[src/rtl/cpsr_pkg.sv]
// Purpose: constants and types shared by the pointer and status register block
// Assumes: 8-bit special function registers on a 32-bit classic Wishbone slave
// Notes: register index times four gives the byte address
package cpsr_pkg;
  // ****************************************
  // register map
  // ****************************************
  localparam logic [7:0] CPSR_IDX_STACK_TOP_POINTER = 8'h81;
  localparam logic [7:0] CPSR_IDX_DATA_POINTER_LOW = 8'h82;
  localparam logic [7:0] CPSR_IDX_DATA_POINTER_HIGH = 8'h83;
  localparam logic [7:0] CPSR_IDX_PROGRAM_STATUS_WORD = 8'hD0;
  localparam int CPSR_ADDR_W = 10;

  // ****************************************
  // reset values
  // ****************************************
  localparam logic [7:0] CPSR_RST_STACK_TOP_POINTER = 8'h07;
  localparam logic [7:0] CPSR_RST_DATA_POINTER_LOW = 8'h00;
  localparam logic [7:0] CPSR_RST_DATA_POINTER_HIGH = 8'h00;
  localparam logic [7:0] CPSR_RST_PROGRAM_STATUS_WORD = 8'h00;

  // ****************************************
  // status word fields
  // ****************************************
  localparam int CPSR_BIT_CARRY = 7;
  localparam int CPSR_BIT_HALF_CARRY = 6;
  localparam int CPSR_BIT_USER_ZERO = 5;
  localparam int CPSR_BIT_BANK_HIGH = 4;
  localparam int CPSR_BIT_BANK_LOW = 3;
  localparam int CPSR_BIT_SIGNED_WRAP = 2;
  localparam int CPSR_BIT_USER_ONE = 1;
  localparam int CPSR_BIT_PARITY = 0;
  localparam logic [7:0] CPSR_BCD_LIMIT = 8'h99;
  localparam logic [15:0] CPSR_BYTE_MAX = 16'h00FF;

  // ****************************************
  // flag operations from the datapath
  // ****************************************
  typedef enum logic [3:0] {
    CPSR_OP_NONE,
    CPSR_OP_ADD,
    CPSR_OP_ADDC,
    CPSR_OP_SUBB,
    CPSR_OP_MUL,
    CPSR_OP_DIV,
    CPSR_OP_DA,
    CPSR_OP_CJNE,
    CPSR_OP_SET_CARRY
  } cpsr_op_t;

  typedef struct packed {
    logic carry;
    logic half_carry;
    logic signed_wrap;
  } cpsr_flags_t;
endpackage

[src/rtl/cpsr_regs.sv]
// Purpose: stack pointer, data pointer pair and program status word
// Assumes: datapath requests are single-cycle pulses on clk_i
// Notes: datapath updates win over a bus write in the same cycle
//
// Summary of operation
// - push or call: increment pointer, then write
// - stack pointer resets to 07H
// - low and high bytes form 16-bit pointer
// - add/subtract carry from msb carry or borrow
// - multiply and divide clear carry
// - decimal adjust sets carry above 99
// - compare-jump carry when first less than second
// - half carry from bit 3 carry or borrow
// - status bit 5 is free software flag
// - status bits 4:3 select register bank
// - add overflow from bit 6/7 carry mismatch
// - multiply overflow when product above 255
// - parity bit shows accumulator odd parity
`timescale 1ns/1ps
`default_nettype none
module cpsr_regs
  import cpsr_pkg::*;
(
  // clock and reset
  input wire logic clk_i,
  input wire logic rst_i,
  // classic wishbone slave
  input wire logic wb_cyc_i,
  input wire logic wb_stb_i,
  input wire logic wb_we_i,
  input wire logic [3:0] wb_sel_i,
  input wire logic [CPSR_ADDR_W-1:0] wb_adr_i,
  input wire logic [31:0] wb_dat_i,
  output logic [31:0] wb_dat_o,
  output logic wb_ack_o,
  // stack operations
  input wire logic push_i,
  input wire logic pop_i,
  input wire logic [7:0] push_data_i,
  output logic stack_wr_o,
  output logic [7:0] stack_wr_addr_o,
  output logic [7:0] stack_wr_data_o,
  output logic [7:0] pop_addr_o,
  // data pointer
  input wire logic data_pointer_pair_load_i,
  input wire logic [15:0] data_pointer_pair_load_val_i,
  input wire logic data_pointer_pair_inc_i,
  output logic [15:0] data_pointer_pair_o,
  // flag operations
  input wire cpsr_op_t flag_op_i,
  input wire logic [7:0] opa_i,
  input wire logic [7:0] opb_i,
  input wire logic [15:0] product_i,
  input wire logic divisor_zero_i,
  input wire logic carry_set_i,
  input wire logic [7:0] accumulator_i,
  // working register addressing
  input wire logic [2:0] work_reg_i,
  output logic [7:0] work_reg_addr_o,
  output logic [1:0] bank_select_o,
  output logic [7:0] program_status_word_o
);
  // ****************************************
  // state
  // ****************************************
  typedef struct packed {
    logic [7:0] stack_top_pointer;
    logic [7:0] data_pointer_low;
    logic [7:0] data_pointer_high;
    logic carry_flag;
    logic half_carry_flag;
    logic user_flag_zero;
    logic bank_select_high;
    logic bank_select_low;
    logic signed_wrap_flag;
    logic user_flag_one;
    logic stack_wr;
    logic [7:0] stack_wr_addr;
    logic [7:0] stack_wr_data;
    logic [31:0] rdata;
  } cpsr_state_t;

  cpsr_state_t st_r;
  cpsr_state_t st_nxt;

  logic bus_wr;
  logic bus_rd;
  logic fu_update;
  cpsr_flags_t fu_flags;
  logic [7:0] idx;
  logic [7:0] psw_now;
  logic [15:0] data_pointer_pair_next;
  logic [7:0] wdat;
  logic parity;

  function automatic logic [7:0] bank_addr(input logic [1:0] bank, input logic [2:0] r);
    bank_addr = {3'b000, bank, r};
  endfunction

  // ****************************************
  // bus handshake
  // ****************************************
  cpsr_wb_slave u_wbs (
    .clk_i(clk_i),
    .rst_i(rst_i),
    .cyc_i(wb_cyc_i),
    .stb_i(wb_stb_i),
    .we_i(wb_we_i),
    .sel0_i(wb_sel_i[0]),
    .wr_o(bus_wr),
    .rd_o(bus_rd),
    .ack_o(wb_ack_o)
  );

  // ****************************************
  // flag arithmetic
  // ****************************************
  cpsr_flag_unit u_flags (
    .op_i(flag_op_i),
    .opa_i(opa_i),
    .opb_i(opb_i),
    .carry_in_i((flag_op_i == CPSR_OP_SET_CARRY) ? carry_set_i : st_r.carry_flag),
    .half_in_i(st_r.half_carry_flag),
    .wrap_in_i(st_r.signed_wrap_flag),
    .product_i(product_i),
    .divisor_zero_i(divisor_zero_i),
    .update_o(fu_update),
    .flags_o(fu_flags)
  );

  assign parity = ^accumulator_i;
  assign idx = wb_adr_i[CPSR_ADDR_W-1:2];
  assign wdat = wb_dat_i[7:0];
  assign psw_now = {st_r.carry_flag, st_r.half_carry_flag, st_r.user_flag_zero, st_r.bank_select_high,
                    st_r.bank_select_low, st_r.signed_wrap_flag, st_r.user_flag_one, parity};
  assign data_pointer_pair_next = {st_r.data_pointer_high, st_r.data_pointer_low} + 16'h0001;

  // ****************************************
  // next state
  // ****************************************
  always_comb begin
    st_nxt = st_r;
    st_nxt.stack_wr = 1'b0;
    if (bus_wr) begin
      case (idx)
        CPSR_IDX_STACK_TOP_POINTER: begin
          st_nxt.stack_top_pointer = wdat;
        end
        CPSR_IDX_DATA_POINTER_LOW: begin
          st_nxt.data_pointer_low = wdat;
        end
        CPSR_IDX_DATA_POINTER_HIGH: begin
          st_nxt.data_pointer_high = wdat;
        end
        CPSR_IDX_PROGRAM_STATUS_WORD: begin
          // parity is read-only, bit 0 of the write is dropped
          st_nxt.carry_flag = wdat[CPSR_BIT_CARRY];
          st_nxt.half_carry_flag = wdat[CPSR_BIT_HALF_CARRY];
          st_nxt.user_flag_zero = wdat[CPSR_BIT_USER_ZERO];
          st_nxt.bank_select_high = wdat[CPSR_BIT_BANK_HIGH];
          st_nxt.bank_select_low = wdat[CPSR_BIT_BANK_LOW];
          st_nxt.signed_wrap_flag = wdat[CPSR_BIT_SIGNED_WRAP];
          st_nxt.user_flag_one = wdat[CPSR_BIT_USER_ONE];
        end
        default: begin
        end
      endcase
    end
    if (push_i) begin
      st_nxt.stack_top_pointer = st_r.stack_top_pointer + 8'h01;
      st_nxt.stack_wr = 1'b1;
      st_nxt.stack_wr_addr = st_r.stack_top_pointer + 8'h01;
      st_nxt.stack_wr_data = push_data_i;
    end else if (pop_i) begin
      st_nxt.stack_top_pointer = st_r.stack_top_pointer - 8'h01;
    end
    if (data_pointer_pair_load_i) begin
      {st_nxt.data_pointer_high, st_nxt.data_pointer_low} = data_pointer_pair_load_val_i;
    end else if (data_pointer_pair_inc_i) begin
      {st_nxt.data_pointer_high, st_nxt.data_pointer_low} = data_pointer_pair_next;
    end
    if (fu_update) begin
      st_nxt.carry_flag = fu_flags.carry;
      st_nxt.half_carry_flag = fu_flags.half_carry;
      st_nxt.signed_wrap_flag = fu_flags.signed_wrap;
    end
    st_nxt.rdata = 32'h0000_0000;
    if (bus_rd) begin
      case (idx)
        CPSR_IDX_STACK_TOP_POINTER: begin
          st_nxt.rdata = {24'h00_0000, st_r.stack_top_pointer};
        end
        CPSR_IDX_DATA_POINTER_LOW: begin
          st_nxt.rdata = {24'h00_0000, st_r.data_pointer_low};
        end
        CPSR_IDX_DATA_POINTER_HIGH: begin
          st_nxt.rdata = {24'h00_0000, st_r.data_pointer_high};
        end
        CPSR_IDX_PROGRAM_STATUS_WORD: begin
          st_nxt.rdata = {24'h00_0000, psw_now};
        end
        default: begin
        end
      endcase
    end
  end

  always_ff @(posedge clk_i) begin
    if (rst_i) begin
      st_r <= '0;
      st_r.stack_top_pointer <= CPSR_RST_STACK_TOP_POINTER;
      st_r.data_pointer_low <= CPSR_RST_DATA_POINTER_LOW;
      st_r.data_pointer_high <= CPSR_RST_DATA_POINTER_HIGH;
      {st_r.carry_flag, st_r.half_carry_flag, st_r.user_flag_zero, st_r.bank_select_high,
       st_r.bank_select_low, st_r.signed_wrap_flag, st_r.user_flag_one} <= CPSR_RST_PROGRAM_STATUS_WORD[7:1];
    end else begin
      st_r <= st_nxt;
    end
  end

  // ****************************************
  // outputs
  // ****************************************
  assign wb_dat_o = st_r.rdata;
  assign stack_wr_o = st_r.stack_wr;
  assign stack_wr_addr_o = st_r.stack_wr_addr;
  assign stack_wr_data_o = st_r.stack_wr_data;
  assign pop_addr_o = st_r.stack_top_pointer;
  assign data_pointer_pair_o = {st_r.data_pointer_high, st_r.data_pointer_low};
  assign bank_select_o = {st_r.bank_select_high, st_r.bank_select_low};
  assign work_reg_addr_o = bank_addr(bank_select_o, work_reg_i);
  assign program_status_word_o = psw_now;
endmodule // cpsr_regs
`default_nettype wire

[src/rtl/cpsr_flag_unit.sv]
// Purpose: arithmetic flag results for one datapath operation
// Assumes: operands are the values before the operation
// Notes: purely combinational
`timescale 1ns/1ps
`default_nettype none
module cpsr_flag_unit
  import cpsr_pkg::*;
(
  // operation
  input wire cpsr_op_t op_i,
  input wire logic [7:0] opa_i,
  input wire logic [7:0] opb_i,
  input wire logic carry_in_i,
  input wire logic half_in_i,
  input wire logic wrap_in_i,
  input wire logic [15:0] product_i,
  input wire logic divisor_zero_i,
  // results
  output logic update_o,
  output var cpsr_flags_t flags_o
);
  logic [8:0] sum9;
  logic [4:0] sum5;
  logic [7:0] sum7;
  logic [8:0] dif9;
  logic [4:0] dif5;
  logic [7:0] dif7;
  logic cin;
  logic [8:0] da_adj;

  always_comb begin
    cin = (op_i == CPSR_OP_ADDC) ? carry_in_i : 1'b0;
    sum9 = {1'b0, opa_i} + {1'b0, opb_i} + {8'h00, cin};
    sum5 = {1'b0, opa_i[3:0]} + {1'b0, opb_i[3:0]} + {4'h0, cin};
    sum7 = {1'b0, opa_i[6:0]} + {1'b0, opb_i[6:0]} + {7'h00, cin};
    dif9 = {1'b0, opa_i} - {1'b0, opb_i} - {8'h00, carry_in_i};
    dif5 = {1'b0, opa_i[3:0]} - {1'b0, opb_i[3:0]} - {4'h0, carry_in_i};
    dif7 = {1'b0, opa_i[6:0]} - {1'b0, opb_i[6:0]} - {7'h00, carry_in_i};
    da_adj = {1'b0, opa_i};
    if (half_in_i || (opa_i[3:0] > 4'h9)) begin
      da_adj = da_adj + 9'h006;
    end
    update_o = 1'b1;
    flags_o = '{carry: carry_in_i, half_carry: half_in_i, signed_wrap: wrap_in_i};
    case (op_i)
      CPSR_OP_ADD, CPSR_OP_ADDC: begin
        flags_o.carry = sum9[8];
        flags_o.half_carry = sum5[4];
        flags_o.signed_wrap = sum9[8] ^ sum7[7];
      end
      CPSR_OP_SUBB: begin
        flags_o.carry = dif9[8];
        flags_o.half_carry = dif5[4];
        flags_o.signed_wrap = dif9[8] ^ dif7[7];
      end
      CPSR_OP_MUL: begin
        flags_o.carry = 1'b0;
        flags_o.signed_wrap = product_i > CPSR_BYTE_MAX;
      end
      CPSR_OP_DIV: begin
        flags_o.carry = 1'b0;
        flags_o.signed_wrap = divisor_zero_i;
      end
      CPSR_OP_DA: begin
        // carry only ever sets here, a carry from the add is kept
        flags_o.carry = carry_in_i || da_adj[8] || (da_adj[7:0] > CPSR_BCD_LIMIT);
      end
      CPSR_OP_CJNE: begin
        flags_o.carry = opa_i < opb_i;
      end
      CPSR_OP_SET_CARRY: begin
        flags_o.carry = carry_in_i;
      end
      default: begin
        update_o = 1'b0;
      end
    endcase
  end
endmodule // cpsr_flag_unit
`default_nettype wire

[src/rtl/cpsr_wb_slave.sv]
// Purpose: classic Wishbone handshake for the register block
// Assumes: single cycle requests, master holds until ack
// Notes: ack one cycle after the strobe, dropped the next cycle
`timescale 1ns/1ps
`default_nettype none
module cpsr_wb_slave
  import cpsr_pkg::*;
(
  // clock and reset
  input wire logic clk_i,
  input wire logic rst_i,
  // bus side
  input wire logic cyc_i,
  input wire logic stb_i,
  input wire logic we_i,
  input wire logic sel0_i,
  // access strobes
  output logic wr_o,
  output logic rd_o,
  output logic ack_o
);
  typedef struct packed {
    logic ack;
  } cpsr_wbs_state_t;

  cpsr_wbs_state_t st_r;
  cpsr_wbs_state_t st_nxt;

  always_comb begin
    st_nxt = st_r;
    st_nxt.ack = cyc_i && stb_i && !st_r.ack;
  end

  always_ff @(posedge clk_i) begin
    if (rst_i) begin
      st_r <= '0;
    end else begin
      st_r <= st_nxt;
    end
  end

  // write takes effect on the edge that the master samples ack
  assign wr_o = st_r.ack && cyc_i && stb_i && we_i && sel0_i;
  assign rd_o = cyc_i && stb_i && !we_i && !st_r.ack;
  assign ack_o = st_r.ack;
endmodule // cpsr_wb_slave
`default_nettype wire

[config.mk]
export PLATFORM = sky130hd
export DESIGN_NAME = cpsr_regs
export DESIGN_NICKNAME = d
export VERILOG_FILES = /design/src/rtl/cpsr_pkg.sv /design/src/rtl/cpsr_regs.sv /design/src/rtl/cpsr_flag_unit.sv /design/src/rtl/cpsr_wb_slave.sv
export SDC_FILE = /design/constraint.sdc
export NUM_CORES = 1
export LEC_CHECK = 0
export BUFFER_PORTS_ARGS = -buffer_cell sky130_fd_sc_hd__clkbuf_2
export CAP_MARGIN = 10
export CELL_PAD_IN_SITES_DETAIL_PLACEMENT = 1
export CELL_PAD_IN_SITES_GLOBAL_PLACEMENT = 2
export CORE_ASPECT_RATIO = 2
export CORE_UTILIZATION = 23
export CTS_BUF_LIST = sky130_fd_sc_hd__clkbuf_4 sky130_fd_sc_hd__clkbuf_8
export CTS_CLUSTER_DIAMETER = 100
export DETAILED_ROUTE_END_ITERATION = 12
export GPL_TIMING_DRIVEN = 0
export PLACE_DENSITY_LB_ADDON = 0.1
export SLEW_MARGIN = 20
export SYNTH_ARGS = -nofsm -noshare
export SYNTH_HDL_FRONTEND = slang
export SYNTH_SLANG_ARGS = --single-unit
export TNS_END_PERCENT = 5
[constraint.sdc]
create_clock -name clk_i -period 3.1 [get_ports clk_i]
set_input_delay 0.62 -clock clk_i [delete_from_list [all_inputs] [get_ports clk_i]]
set_output_delay 0.62 -clock clk_i [all_outputs]
set_load 0.02 [all_outputs]
==> flow_metrics.py <==
metrics = {
    "synth": {
        "avgSynthCellArea_um2": 7.68,
        "syn_inst": 609,
        "synth-main-ff-cell": "dfxtp_1",
        "synth_top_family_by_area": "compound AO/OA/AOI/OAI gates",
        "seq_area_frac_synth_pct": 24.4,
        "synth-simple-area-share_pct": 20.9,
        "synthAdderAreaFrac_pct": 8.82,
        "synth_cell_type_count": 67,
        "synth_mux_area_share_pct": 4.04,
        "synth_xor_area_share_pct": 4.30,
        "synthArstFlopShare_pct": 0,
        "synth-compound-area-share_pct": 24.6,
        "synth_top_area_share_pct": 24.4,
        "yosysWarnings": 0,
        "syn-cell-area_um2": 4680,
        "ys_seq_elements": 57,
        "synth_largest_area_cell": "dfxtp_1",
        "synth_top_cells_by_count": "nor2_1, nand2_1, dfxtp_1, a21oi_1, inv_1",
        "synthTopCellsByArea": "dfxtp_1, ha_1, buf_4",
        "synth-edff-count": 0,
        "synth_most_common_cell": "nor2_1",
    },
    "detailed_routing": {
        "drc_errors": 0,
        "totalWireLength_um": 20600,
        "via_count": 5107,
        "final_antenna_net_count": 0,
        "drt-vias-per-instance": 4.82,
        "drt_iter0_drc": 167,
        "wl_per_cell_um": 19.4,
        "drt_pass1_iterations": 5,
    },
    "clocking": {
        "cts_sinks": 57,
        "clk_latency_ps": 360,
        "cts_tree": "built",
        "path_clk_slew_ps": 70,
        "cts_buffers": 9,
        "holdBufCountCts": 0,
        "cts.path.max_buffers": 2,
        "htreeDepth": 3,
        "cts_root_buffer": "clkbuf_8",
    },
    "worst_setup_path": {
        "rr_worst_depth": 11,
        "cp.arrival_ps": 3120,
        "crit_required_ps": 3350,
        "crit_type": "primary input to register",
        "cp_max_fo": 9,
        "r2r_slack_ps": 600,
        "cp-start-kind": "primary input",
        "worstReg2RegStart": "program_status_word_o[7]",
        "end_kind": "register",
        "r2r_end": "program_status_word_o[2]",
    },
    "run": {
        "max_cap_viol_count": 0,
    },
    "finish": {
        "diodes": 0,
        "final_util_pct": 30.6,
        "layout-drive-gt1-share_pct": 30.3,
        "fin_nets": 955,
        "fillers": 2550,
        "syn_to_final_growth_pct": 30.2,
    },
    "power": {
        "power_leakage_nw": 2.80,
        "finalPower_mw": 2.27,
        "irDropWorstVdd_v": 0.000222,
        "power_density_nw_per_um2": 372,
    },
    "worst_hold_path": {
        "min-delay-start": "stack_wr_addr_o[1]",
        "hold_end": "stack_wr_addr_o[1]",
        "holdPathStages": 2,
        "holdCritPathClass": "register to register",
    },
    "floorplanning": {
        "fp-row-count": 73,
        "die-area_um2": 21000,
        "fp.dieH_um": 204,
        "ios": 220,
        "dieWidth_um": 103,
        "core_um2": 19900,
        "start_util_pct": 23.5,
    },
    "global_routing": {
        "first_global_vias": 5451,
        "gr-total-overflow": 0,
        "grtUsageTotal_pct": 20.1,
        "grt_max_degree": 12,
        "antenna_found_initial": 0,
        "grt_pass1_wl_um": 30600,
    },
    "timing": {
        "relSlewSlack_pct": 46.4,
        "period_share_pct": 92.8,
        "period_needed_ps": 2880,
        "hold_violations": 0,
        "rsz0062_at_grt": "no",
        "skew_ps": 7.58,
        "worstMarginPinSlew_ps": 804,
        "layout_setup_ws_ps": 223,
        "final_max_slew_viol_count": 0,
        "setup_viol": 0,
        "max_freq_mhz": 348,
    },
    "run_status": {
        "status": "finished, final reports clean",
    },
    "place": {
        "place.gp.congestion": 0.878,
        "post-place-ws_ps": -938,
        "numPortBuffers": 148,
        "place_hpwl_um": 17400,
    },
}
[power by group]
group | switching [mW] | internal [mW] | leakage (nW)
logic | 0.440 | 0.295 | 2.23
clock network | 0.316 | 0.380 | 0.0998
registers | 0.0597 | 0.776 | 0.468
total | 0.816 | 1.45 | 2.80
[area by class of cell]
class / count / area (um^2) / area share [%]
clock buffers: 11 / 139 / 2.28
inverters: 43 / 161 / 2.65
multi-input cells: 468 / 3090 / 50.7
clock inverters: 4 / 45.0 / 0.739
plain buffers: 66 / 442 / 7.25
well taps: 262 / 328 / 5.38
repair buffers: 149 / 748 / 12.3
flip-flops and latches: 57 / 1140 / 18.7
[critical path: stages]
cell and delay [ps]:
buf_2 180, nor3_4 270, nand3_1 130, a21boi_4 180
xnor2_1 150, ha_1 180, a21o_1 160, ha_1 270
nand2_1 80, a31oi_4 250, o22ai_2 110, mux2i_2 240
mux2i_1 220, a31oi_1 100
[kinds of logic (layout without fill, tap and decap cells)]
| kind of cell | count (synthesis) | count (layout) |
|---|---|---|
| adders and majority gates | 33 | 33 |
| buffers and inverters | 110 | 273 |
| xor gates and xnor gates | 23 | 23 |
| other | 1 | 27 |
| AOI/OAI and AO/OA | 172 | 172 |
| and+or+nand+nor | 195 | 195 |
| DFF | 57 | 57 |
| muxes | 18 | 18 |
[metal layers]
| metal | up-vias | share of wire, % | GRT usage, % |
|---|---|---|---|
| met2 | 145 | 60 | 42.2 |
| met5 | - | 0 | 0 |
| met4 | 0 | 4.2 | 9.46 |
| li1 | 2473 | - | - |
| met1 | 2448 | 32 | 17.2 |
| met3 | 41 | 3.7 | 2.84 |
[worst max path at each step]
stage,endpoint,startpoint,depth (start not counted)
final,program_status_word_o[2],flag_op_i[0],14
after global routing,program_status_word_o[2],flag_op_i[0],14
after CTS,program_status_word_o[2],flag_op_i[0],14
after detailed placement,program_status_word_o[2],flag_op_i[0],14
after global placement,program_status_word_o[2],flag_op_i[0],14
after floorplan,program_status_word_o[2],flag_op_i[0],14
[flip-flops by register name (all words and copies together) (netlist names)]
name	cells
data_pointer_pair_o	16
pop_addr_o	8
stack_wr_addr_o	8
stack_wr_data_o	8
wb_dat_o	8
program_status_word_o	5
bank_select_o	2
stack_wr_o	1
u_wbs.ack_o	1
[timing repair]
item                                    4_1_cts  5_1_grt
gates resized for setup                       5        5
gates cloned                                  0        0
endpoints found under the setup margin        3        2
pin swaps                                     1        2
setup buffers                                 1        0
[cells in the final DEF (no fill, tap or decap), types with 4 or more instances in the layout]
master	n
xor2_1	7
clkbuf_1	15
a221oi_1	4
a211oi_1	12
mux2_2	7
a21oi_1	48
nor2_1	61
nand3_1	9
a211o_1	4
o21ai_0	41
conb_1	27
nor2b_1	7
dfxtp_1	57
a31oi_1	7
o22ai_1	5
nor4_1	5
clkbuf_2	148
buf_4	40
ha_1	33
o211ai_1	9
mux2i_1	10
clkbuf_8	11
a222oi_1	7
and2_1	4
nand2_1	57
xnor2_1	16
nand4_1	6
inv_1	42
and3_1	7
nor3_1	13
buf_2	4
[metrics by stage]
| stage | TNS [ps] | hold WS, ps | cell area (um^2) | instances |
|---|---|---|---|---|
| floorplan | 0 | 535 | 4780 | 635 |
| global placement | -2310 | 460 | 5850 | 1045 |
| detailed placement | -2520 | 467 | 5860 | 1045 |
| CTS | 0 | 475 | 6070 | 1060 |
| global route | 0 | 501 | 6090 | 1060 |
| finish | 0 | 472 | 6090 | 1060 |
No activity file was read; power rests on OpenSTA's default activity.
